<file path="src/pcl_pkg.sv">
// pcl_pkg: constants, types and the built-in start-up configuration of
// the power control logic.
// assumes a single 100 MHz clock; used by pcl_power_control and its leaf.
package pcl_pkg;

    // ==========================================================
    // clock and timing
    // ==========================================================
    localparam int CLK_MHZ = 100;                  // core clock rate in MHz
    localparam int STEP_TIME_US = 1000;            // 1.0 ms between sequence steps
    localparam int RELEASE_TIME_US = 2000;         // 2.0 ms reset-release delay
    localparam int STEP_CYCLES_DEF = STEP_TIME_US * CLK_MHZ;
    localparam int RELEASE_CYCLES_DEF = RELEASE_TIME_US * CLK_MHZ;
    localparam int TMR_W = 20;                     // holds either count
    localparam int SYNC_STAGES = 2;                // pin synchroniser depth

    // ==========================================================
    // rails, faults and field widths
    // ==========================================================
    localparam int NUM_RAILS = 10;                 // 4 bucks, 5 linear, ddr reference
    localparam int NUM_BUCKS = 4;
    localparam int NUM_FAULTS = 8;
    localparam int SLOT_W = 4;
    localparam int VOLT_W = 8;
    localparam int RAIL_IDX_W = 4;
    localparam logic [RAIL_IDX_W-1:0] RAIL_COUNT = RAIL_IDX_W'(NUM_RAILS);

    // rail indices
    localparam int RAIL_BUCK_ONE = 0;
    localparam int RAIL_BUCK_THREE = 2;
    localparam int RAIL_LDO_FIRST = 4;
    localparam int RAIL_DDR_REF = 9;

    localparam logic [SLOT_W-1:0] SLOT_OFF = 4'h0;        // rail stays off
    localparam logic [SLOT_W-1:0] SLOT_FIRST = 4'h1;      // first sequence step
    localparam logic [NUM_RAILS-1:0] SLEEP_RAILS = 10'h004; // buck three only
    localparam logic [NUM_BUCKS-1:0] PFM_ALL = 4'hf;
    localparam logic [NUM_BUCKS-1:0] PFM_SLEEP = 4'h4;    // buck three only
    localparam logic [NUM_BUCKS-1:0] PFM_NONE = 4'h0;

    // ==========================================================
    // types
    // ==========================================================
    typedef enum logic [2:0] {
        ST_OFF     = 3'b000,
        ST_LOAD    = 3'b001,
        ST_SEQ     = 3'b010,
        ST_DELAY   = 3'b011,
        ST_ON      = 3'b100,
        ST_STANDBY = 3'b101,
        ST_SLEEP   = 3'b110
    } pcl_state_type;

    typedef struct packed {
        logic [SLOT_W-1:0] slot;                   // sequence step, 0 = off
        logic [VOLT_W-1:0] volt;                   // output voltage code
    } pcl_rail_cfg_type;

    typedef pcl_rail_cfg_type [NUM_RAILS-1:0] pcl_cfg_array_type;

    // host write into the active voltage or into the retained start-up ram
    typedef struct packed {
        logic valid;
        logic [RAIL_IDX_W-1:0] rail;
        pcl_rail_cfg_type cfg;
    } pcl_cfg_write_type;

    // ==========================================================
    // built-in start-up configuration, index 9 down to 0:
    // ddr ref, ldo5..ldo1, buck4..buck1 as {slot, volt code}
    // ==========================================================
    localparam pcl_cfg_array_type DEFAULT_CFG = {
        12'h300, 12'h100, 12'h100, 12'h100, 12'h100,
        12'h400, 12'h300, 12'h300, 12'h200, 12'h100
    };

endpackage : pcl_pkg

</file>
<file path="src/pcl_sync.sv">
// pcl_sync: two-flop synchroniser for one asynchronous pin.
// assumes the pin is a slow level; no glitch filtering is done here.
`timescale 1ns/100ps
`default_nettype none

module pcl_sync (
    input wire logic clk_i,
    input wire logic reset_i,
    input wire logic async_i,
    output logic sync_o
);

    // ==========================================================
    // synchroniser chain
    // ==========================================================
    logic [pcl_pkg::SYNC_STAGES-1:0] chain_r;

    // first stage feeds only the second stage
    always_ff @(posedge clk_i or posedge reset_i) begin
        if (reset_i) begin
            chain_r <= '0;
        end else begin
            chain_r <= {chain_r[pcl_pkg::SYNC_STAGES-2:0], async_i};
        end
    end

    assign sync_o = chain_r[pcl_pkg::SYNC_STAGES-1];

endmodule : pcl_sync
`default_nettype wire

</file>
<file path="src/pcl_power_control.sv">
// pcl_power_control: power control logic of a multi-output regulator.
// assumes reset_i is the power-on reset from a valid input supply, and
// that fault events, masks and host writes come from logic on clk_i.
`timescale 1ns/100ps
`default_nettype none

module pcl_power_control #(
    parameter int STEP_CYCLES = pcl_pkg::STEP_CYCLES_DEF,
    parameter int RELEASE_CYCLES = pcl_pkg::RELEASE_CYCLES_DEF
) (
    input wire logic clk_i,
    input wire logic reset_i,
    input wire logic turn_on_i,
    input wire logic standby_request_i,
    input wire logic standby_polarity_invert_i,
    input wire logic config_source_select_i,
    input wire logic sleep_on_turn_off_i,
    input wire logic vin_above_uv_i,
    input wire logic [pcl_pkg::NUM_FAULTS-1:0] fault_event_i,
    input wire logic [pcl_pkg::NUM_FAULTS-1:0] fault_mask_i,
    input wire logic [pcl_pkg::NUM_FAULTS-1:0] fault_clear_i,
    input wire pcl_pkg::pcl_cfg_write_type volt_write_i,
    input wire pcl_pkg::pcl_cfg_write_type startup_write_i,
    output logic reset_release_out_o,
    output logic reset_release_out_oe_o,
    output logic fault_irq_out_o,
    output logic fault_irq_out_oe_o,
    output logic [pcl_pkg::NUM_FAULTS-1:0] fault_status_o,
    output logic [pcl_pkg::NUM_RAILS-1:0] rail_enable_o,
    output pcl_pkg::pcl_cfg_array_type rail_config_o,
    output logic [pcl_pkg::NUM_BUCKS-1:0] pulse_frequency_mode_o,
    output logic osc16_enable_o,
    output logic osc32_enable_o,
    output logic turn_on_detect_enable_o,
    output logic power_good_o,
    output pcl_pkg::pcl_state_type state_o
);

    // ==========================================================
    // state record
    // ==========================================================
    typedef struct packed {
        pcl_pkg::pcl_state_type state;
        logic [pcl_pkg::SLOT_W-1:0] step;
        logic [pcl_pkg::TMR_W-1:0] tmr;
        pcl_pkg::pcl_cfg_array_type cfg;           // active rail settings
        pcl_pkg::pcl_cfg_array_type ram;           // retained start-up settings
        logic [pcl_pkg::NUM_RAILS-1:0] rail_en;
        logic [pcl_pkg::NUM_FAULTS-1:0] fault_sts;
        logic irq_drv;                             // pull irq pin low
        logic rst_drv;                             // pull reset pin low
    } pcl_regs_type;

    localparam logic [pcl_pkg::TMR_W-1:0] STEP_LAST = pcl_pkg::TMR_W'(STEP_CYCLES - 1);
    localparam logic [pcl_pkg::TMR_W-1:0] RELEASE_LAST =
        pcl_pkg::TMR_W'(RELEASE_CYCLES - 1);

    pcl_regs_type r;
    pcl_regs_type r_nxt;
    logic turn_on_sync;
    logic standby_sync;
    logic standby_active;
    logic running;
    logic [pcl_pkg::SLOT_W-1:0] last_slot;

    // ==========================================================
    // pin synchronisers
    // ==========================================================
    pcl_sync u_sync_turn_on (
        .clk_i(clk_i),
        .reset_i(reset_i),
        .async_i(turn_on_i),
        .sync_o(turn_on_sync)
    );

    pcl_sync u_sync_standby (
        .clk_i(clk_i),
        .reset_i(reset_i),
        .async_i(standby_request_i),
        .sync_o(standby_sync)
    );

    // ==========================================================
    // helpers
    // ==========================================================
    // highest nonzero slot of a configuration, zero when all rails stay off
    function automatic logic [pcl_pkg::SLOT_W-1:0] max_slot(
        input pcl_pkg::pcl_cfg_array_type c
    );
        logic [pcl_pkg::SLOT_W-1:0] m;
        m = pcl_pkg::SLOT_OFF;
        for (int i = 0; i < pcl_pkg::NUM_RAILS; i++) begin
            if (c[i].slot > m) begin
                m = c[i].slot;
            end
        end
        return m;
    endfunction : max_slot

    // standby level after polarity selection
    assign standby_active = standby_sync ^ standby_polarity_invert_i;
    assign last_slot = max_slot(r.cfg);

    // states in which the rails are up or coming up
    assign running = (r.state == pcl_pkg::ST_SEQ) || (r.state == pcl_pkg::ST_DELAY) ||
                     (r.state == pcl_pkg::ST_ON) || (r.state == pcl_pkg::ST_STANDBY);

    // ==========================================================
    // next-state logic
    // ==========================================================
    always_comb begin
        r_nxt = r;

        // sticky faults: a new event wins over a clear in the same cycle
        r_nxt.fault_sts = (r.fault_sts & ~fault_clear_i) | fault_event_i;
        r_nxt.irq_drv = |(r_nxt.fault_sts & ~fault_mask_i);

        // retained start-up settings may be rewritten at any time
        if (startup_write_i.valid && (startup_write_i.rail < pcl_pkg::RAIL_COUNT)) begin
            r_nxt.ram[startup_write_i.rail] = startup_write_i.cfg;
        end

        case (r.state)
            pcl_pkg::ST_OFF,
            pcl_pkg::ST_SLEEP: begin
                r_nxt.rst_drv = 1'b1;
                if (turn_on_sync && vin_above_uv_i) begin
                    r_nxt.state = pcl_pkg::ST_LOAD;
                end
            end
            pcl_pkg::ST_LOAD: begin
                // pick the start-up source, built-in unless ram is selected
                if (config_source_select_i) begin
                    r_nxt.cfg = r.ram;
                end else begin
                    r_nxt.cfg = pcl_pkg::DEFAULT_CFG;
                end
                r_nxt.rail_en = '0;
                r_nxt.step = pcl_pkg::SLOT_FIRST;
                r_nxt.tmr = '0;
                r_nxt.state = pcl_pkg::ST_SEQ;
            end
            pcl_pkg::ST_SEQ: begin
                // at the start of each step, enable rails whose slot matches
                if (r.tmr == '0) begin
                    for (int i = 0; i < pcl_pkg::NUM_RAILS; i++) begin
                        if (r.cfg[i].slot == r.step) begin
                            r_nxt.rail_en[i] = 1'b1;
                        end
                    end
                end
                if ((r.tmr == '0) && (r.step >= last_slot)) begin
                    r_nxt.tmr = '0;
                    r_nxt.state = pcl_pkg::ST_DELAY;
                end else if (r.tmr == STEP_LAST) begin
                    r_nxt.tmr = '0;
                    r_nxt.step = r.step + pcl_pkg::SLOT_FIRST;
                end else begin
                    r_nxt.tmr = r.tmr + pcl_pkg::TMR_W'(1);
                end
            end
            pcl_pkg::ST_DELAY: begin
                // hold reset low for the release delay after the last rail
                if (r.tmr == RELEASE_LAST) begin
                    r_nxt.rst_drv = 1'b0;
                    r_nxt.state = pcl_pkg::ST_ON;
                end else begin
                    r_nxt.tmr = r.tmr + pcl_pkg::TMR_W'(1);
                end
            end
            pcl_pkg::ST_ON: begin
                if (standby_active) begin
                    r_nxt.state = pcl_pkg::ST_STANDBY;
                end
            end
            pcl_pkg::ST_STANDBY: begin
                if (!standby_active) begin
                    r_nxt.state = pcl_pkg::ST_ON;
                end
            end
            default: begin
                r_nxt.state = pcl_pkg::ST_OFF;
            end
        endcase

        // turn-off: the only way reset is pulled low again once released
        if (running && !turn_on_sync) begin
            r_nxt.rst_drv = 1'b1;
            if (sleep_on_turn_off_i) begin
                r_nxt.state = pcl_pkg::ST_SLEEP;
                r_nxt.rail_en = pcl_pkg::SLEEP_RAILS;
            end else begin
                r_nxt.state = pcl_pkg::ST_OFF;
                r_nxt.rail_en = '0;
            end
        end

        // host voltage changes only once power-up has completed
        if (((r.state == pcl_pkg::ST_ON) || (r.state == pcl_pkg::ST_STANDBY)) &&
            volt_write_i.valid && (volt_write_i.rail < pcl_pkg::RAIL_COUNT)) begin
            r_nxt.cfg[volt_write_i.rail].volt = volt_write_i.cfg.volt;
        end
    end

    // ==========================================================
    // state register; power-on reset clears every setting
    // ==========================================================
    always_ff @(posedge clk_i or posedge reset_i) begin
        if (reset_i) begin
            r <= '{state: pcl_pkg::ST_OFF, rst_drv: 1'b1, default: '0};
        end else begin
            r <= r_nxt;
        end
    end

    // ==========================================================
    // open-drain pins: output level low, enable high while pulling
    // ==========================================================
    assign reset_release_out_o = 1'b0;
    assign reset_release_out_oe_o = r.rst_drv;
    assign fault_irq_out_o = 1'b0;
    assign fault_irq_out_oe_o = r.irq_drv;
    assign fault_status_o = r.fault_sts;

    // ==========================================================
    // rail controls and low-power block selection
    // ==========================================================
    assign rail_enable_o = r.rail_en;
    assign rail_config_o = r.cfg;
    assign power_good_o = !r.rst_drv;
    assign state_o = r.state;

    // pulse-frequency mode per buck
    always_comb begin
        case (r.state)
            pcl_pkg::ST_STANDBY: pulse_frequency_mode_o = pcl_pkg::PFM_ALL;
            pcl_pkg::ST_SLEEP: pulse_frequency_mode_o = pcl_pkg::PFM_SLEEP;
            default: pulse_frequency_mode_o = pcl_pkg::PFM_NONE;
        endcase
    end

    // fast oscillator off in off and sleep, slow one always runs
    assign osc16_enable_o = (r.state != pcl_pkg::ST_OFF) &&
                            (r.state != pcl_pkg::ST_SLEEP);
    assign osc32_enable_o = 1'b1;
    assign turn_on_detect_enable_o = ((r.state == pcl_pkg::ST_OFF) ||
                                      (r.state == pcl_pkg::ST_SLEEP)) &&
                                     vin_above_uv_i;

endmodule : pcl_power_control
`default_nettype wire

</file>
<file path="config.mk">
export PLATFORM = sky130hd
export DESIGN_NAME = pcl_power_control
export DESIGN_NICKNAME = d
export VERILOG_FILES = /design/src/pcl_pkg.sv /design/src/pcl_sync.sv /design/src/pcl_power_control.sv
export SDC_FILE = /design/constraint.sdc
export NUM_CORES = 1
export LEC_CHECK = 0
export BUFFER_PORTS_ARGS = -buffer_cell sky130_fd_sc_hd__buf_4
export CAP_MARGIN = 20
export CORE_MARGIN = 8
export CORE_UTILIZATION = 63
export CTS_CLUSTER_DIAMETER = 40
export DETAILED_ROUTE_END_ITERATION = 16
export PLACE_DENSITY = 0.86
export SLEW_MARGIN = 10
export SYNTH_ARGS = -nofsm -noshare
export SYNTH_HDL_FRONTEND = slang
export SYNTH_SLANG_ARGS = --single-unit
</file>
<file path="constraint.sdc">
create_clock -name clk_i -period 30 [get_ports clk_i]
set_input_delay 9 -clock clk_i [delete_from_list [all_inputs] [get_ports clk_i]]
set_output_delay 9 -clock clk_i [all_outputs]
set_load 0.01 [all_outputs]
</file>
* Word level (Yosys, flattened, before mapping)
Cells that the tools add are included.
** Word-level totals
- Bits of input ports :: 66
- Output and inout bits :: 153
- Flip-flop bits (word level) :: 291
** Cells by class
- Magnitude comparators :: 17
- Add/subtract/negate cells :: 2
- Muxes and demuxes :: 52
- Bitwise logic cells :: 6
- Reductions and logical operators :: 40
- Equal/unequal tests :: 38
** Operator list (count)
- 120-bit two-way mux :: 3
- 120-bit bitwise mux :: 2
- 12-bit demux with 4-bit select :: 2
- 20-bit two-way mux :: 3
- 20-bit one-hot mux with 3 select lines :: 1
- 4-bit two-way mux :: 12
- 4-bit equality test :: 10
- 3-bit by 1-bit inequality test with 1-bit output, second input constant :: 13
- 4-bit greater-than comparator :: 9
- 3-bit AND reduction :: 11
- 3-bit two-way mux :: 8
- 20-bit by 1-bit adder with 20-bit output, second input constant :: 1
- 20-bit by 17-bit equality test with 1-bit output, second input constant :: 1
- 20-bit by 18-bit equality test with 1-bit output, second input constant :: 1
- 20-bit logical NOT :: 1
- 10-bit two-way mux :: 2
- 10-bit one-hot mux with 2 select lines :: 1
- 3-bit one-hot mux with 6 select lines :: 1
- 8-bit AND :: 2
- 8-bit inverter :: 2
- 4-bit one-hot mux with 2 select lines :: 2
- 1-bit two-way mux :: 12
- 12-bit two-way mux :: 1
- 3-bit nonzero test :: 4
- other kinds (26) :: 50

* Depth between registers and ports, before layout
- Depth in word-level cells :: 25
- Depth in mapped cells :: 93
- Mapped depth without buffers :: 90

* Hierarchy
A second synthesis with hierarchy kept.
** Second synthesis, totals
- Cell total of the unflattened synthesis :: 1707
- Area, all modules :: 16160.5 um^2
** By module, submodules not included
- pcl_power_control :: area an instance 16052.9 um^2, instances 1, sequential area each 7183.1 um^2, cells each 1701
- pcl_sync :: area an instance 53.8 um^2, instances 2, sequential area each 50.0 um^2, cells each 3

* Worst setup path before layout
No wires, ideal clock.
- Kind :: in2out
- Start :: in vin_above_uv_i
- End :: out turn_on_detect_enable_o
- Data arrival time :: 9180 ps
- Cell stages on the path :: 1
- Slack :: 11820 ps
- Data required time :: 21000 ps
- Buffers on the path :: 0
- Cells stage by stage :: and3_1
** On the way
- Cells in the longest elaborated chain, start to end :: 1
** Ends and longest elaborated chain
- start: declaration :: line pcl_power_control.sv:18 : input wire logic vin_above_uv_i,
- 1-bit logical AND :: line pcl_power_control.sv:247 : (r.state == pcl_pkg::ST_SLEEP)) &&
- end: declaration :: line pcl_power_control.sv:34 : output logic turn_on_detect_enable_o,
Every way passes these cells.

* Final worst setup path
Ends and elaborated chain as after synthesis.

==> flow_metrics.py <==
metrics = {
    "timing": {
        "fin_crit_sh": 0.614,
        "rsz0062_at_grt": "no",
        "max_slew_margin": 0.326,
        "finalWorstSetupSlack_ps": 11570,
        "period_needed_ps": 18430,
        "clock_skew_ps": 18.0,
        "hold_violations": 0,
        "tns_ps": 0,
        "drv_slew": 0,
        "setup_viol": 0,
        "max_freq_mhz": 54.3,
        "worst_pin_slew_ps": 1010,
    },
    "clock_network": {
        "cts-root-buf": "clkbuf_16",
        "ctsHoldBuffers": 0,
        "cts.sink_count": 291,
        "clk_pin_slew_ps": 60,
        "cts.path.max_buffers": 3,
        "cts_made_buffers": 38,
        "insertion_delay_ps": 520,
        "cts-resized-gates": 0,
        "cts_tree": "built",
        "postCtsSetupBuffers": 0,
        "cts.htree.levels": 2,
    },
    "outcome": {
        "outcome": "complete, no violations",
    },
    "global_routing": {
        "grt_use_total": 0.273,
        "overflow": 0,
        "grt_pass1_vias": 13047,
        "antenna_found_initial": 0,
        "grt_pass1_wl_um": 68800,
        "grt_max_degree": 128,
    },
    "logic_synthesis": {
        "synth_mux_area_frac": 0.0986,
        "netlist_instances": 1714,
        "synth_top_family_by_area": "simple AND/OR/NAND/NOR gates",
        "synthXorXnorAreaFrac": 0.0337,
        "ys_ff_latch": 291,
        "synth-simple-area-share": 0.153,
        "synth_area_per_cell_um2": 9.55,
        "yosys_warnings": 0,
        "synth_ff_type": "dfrtp_1",
        "yosys.area_share.adder": 0.0234,
        "synthArstFlopShare": 1.00,
        "syn-cell-area_mm2": 0.0164,
        "synth_edf_count": 0,
        "ys_seq_area_frac": 0.445,
        "synth_compound_area_frac": 0.134,
        "ys_types": 88,
    },
    "final_layout": {
        "final_util": 0.713,
        "drive_gt1_frac": 0.264,
        "syn2layout_area_growth_pct": 12.3,
        "n_antenna_cell": 0,
        "fin_nets": 1821,
        "fin_area_mm2": 0.0184,
    },
    "floorplan": {
        "die_w_um": 177,
        "rows": 59,
        "core-area_mm2": 0.0258,
        "die_y_um": 177,
        "ios": 219,
        "initial_core_util": 0.635,
        "die-area_mm2": 0.0314,
    },
    "routing": {
        "avgViaCountPerCell": 6.18,
        "ant_nets": 0,
        "wire_per_inst_um": 21.0,
        "detailedRoute.firstIterationViolations": 1290,
        "vias": 12932,
        "postRouteWirelength_um": 43900,
        "drcViolationCount": 0,
        "firstDrtPassIters": 5,
    },
    "worst_setup_path": {
        "cp_max_fo": 3,
        "arrival_ps": 9430,
        "cp.required_ps": 21000,
        "ff2ff_setup_slack_ps": 12770,
        "crit_type": "in -> out",
        "cp-start-kind": "input pin",
        "endpoint_kind": "output port",
    },
    "place": {
        "preCtsSetupSlack_ps": 11560,
        "placed_area_mm2": 0.0169,
        "gp_congestion": 0.909,
        "port_buffers": 211,
        "hpwl_um": 29200,
    },
    "hold_path": {
        "hold_class": "reg -> reg",
    },
    "job": {
        "cap_violations": 0,
    },
}
-- cell usage in the layout, fill, tap and decap left out, drive strengths merged, types with 4 or more instances in the layout --
cell     instances
buf            226
ha              29
or4              4
o21ai          106
a21oi           86
o22ai            5
o31ai            6
inv             83
xor2            16
nor4             5
mux2           126
clkinv           7
mux2i           18
dfrtp          290
o211ai          10
a211oi           6
nand3b           4
xnor2           47
a21o             6
bufinv           4
or3             10
and3            48
nand2          152
nor3b           12
o2111ai          5
o21a            14
nand4           19
and2             4
nand3           93
a31oi           56
nor2b           12
o31a             4
nor3            13
nor2           120
nand2b          13
clkbuf          48
-- sequential cells by signal, indices dropped and copies added (netlist names) --
signal,flops
fault_irq_out_oe_o,1
fault_status_o,8
r,144
rail_config_o,120
rail_enable_o,10
reset_release_out_oe_o,1
state_o,3
u_sync_standby.chain_r,2
u_sync_turn_on.chain_r,2
-- routing by layer --
| layer | wire, um | global-route usage |
|---|---|---|
| met4 | 1660 | 0.113 |
| met2 | 20900 | 0.446 |
| met5 | 0 | 0 |
| met1 | 17300 | 0.338 |
| met3 | 4030 | 0.0734 |
-- worst paths after layout --
check                                                 endpoint                           startpoint  depth (start not counted)
max                                    turn_on_detect_enable_o                       vin_above_uv_i                          3
min                        u_sync_standby.chain_r[1]$_DFF_PP0_  u_sync_standby.chain_r[0]$_DFF_PP0_                          0
max reg2reg                                 r[279]$_DFFE_PP0P_         rail_config_o[9]$_DFFE_PP0P_                         78
min reg2reg                u_sync_standby.chain_r[1]$_DFF_PP0_  u_sync_standby.chain_r[0]$_DFF_PP0_                          0
max in group asynchronous        rail_config_o[56]$_DFFE_PP0P_                              reset_i                          3
min in group asynchronous         rail_config_o[100]$_DFF_PP0_                              reset_i                          2
-- through the flow --
stage / hold slack, ps / cells
floorplan: 331 / 1715
global route: 367 / 2091
CTS: 354 / 2086
detailed placement: 341 / 2016
global placement: 332 / 2015
finish: 351 / 2091
-- Yosys cell counts (4+ instances only) --
master | instances | area share
nor3_1 | 10 | 0.0031
buf_1 | 19 | 0.0044
nor4_1 | 5 | 0.0019
nor3b_1 | 12 | 0.0055
or3_1 | 7 | 0.0027
mux2i_1 | 15 | 0.0092
dfrtp_1 | 290 | 0.44
o31ai_1 | 6 | 0.0028
nand3_1 | 92 | 0.028
xnor2_1 | 47 | 0.025
nand4_1 | 19 | 0.0073
or4_1 | 4 | 0.0018
o2111ai_1 | 5 | 0.0027
o21ai_1 | 7 | 0.0021
o21a_1 | 13 | 0.0060
o22ai_1 | 5 | 0.0019
a21oi_1 | 84 | 0.026
mux2_2 | 125 | 0.086
and3_1 | 48 | 0.018
o211ai_1 | 6 | 0.0028
nand2b_1 | 13 | 0.0050
nand3b_1 | 4 | 0.0018
nand2_1 | 152 | 0.035
a21o_1 | 5 | 0.0023
nor2b_1 | 11 | 0.0042
buf_4 | 151 | 0.069
o21ai_0 | 98 | 0.030
inv_1 | 72 | 0.017
clkbuf_1 | 77 | 0.018
ha_1 | 29 | 0.022
a211oi_1 | 4 | 0.0018
buf_6 | 4 | 0.0028
xor2_1 | 16 | 0.0086
a31oi_1 | 54 | 0.021
o31a_1 | 4 | 0.0021
nor2_1 | 119 | 0.027
-- layout make-up --
cell class / count / area (um2)
sequential: 291 / 7280
clock inverter: 23 / 289
inverter: 72 / 278
timing repair buffer: 227 / 1750
fill: 1831 / 7390
tap: 335 / 419
multi-input combinational: 1096 / 7280
clock buffer: 47 / 1080
-- kinds of logic after synthesis --
logic type               Yosys count
AO/OA/AOI/OAI                    338
AND/OR/NAND/NOR                  517
buffers and inverters            328
XOR/XNOR                          63
other                              2
flip-flops                       291
multiplexers                     144
adder cells (fa/ha/maj)           31
-- worst max-delay path, stage by stage --
cell	delay, ps
buf_4	130
and3_1	160
buf_4	140
Power is not shown: default switching activity piles up to over one toggle a cycle in this logic, so the estimate is an artifact.
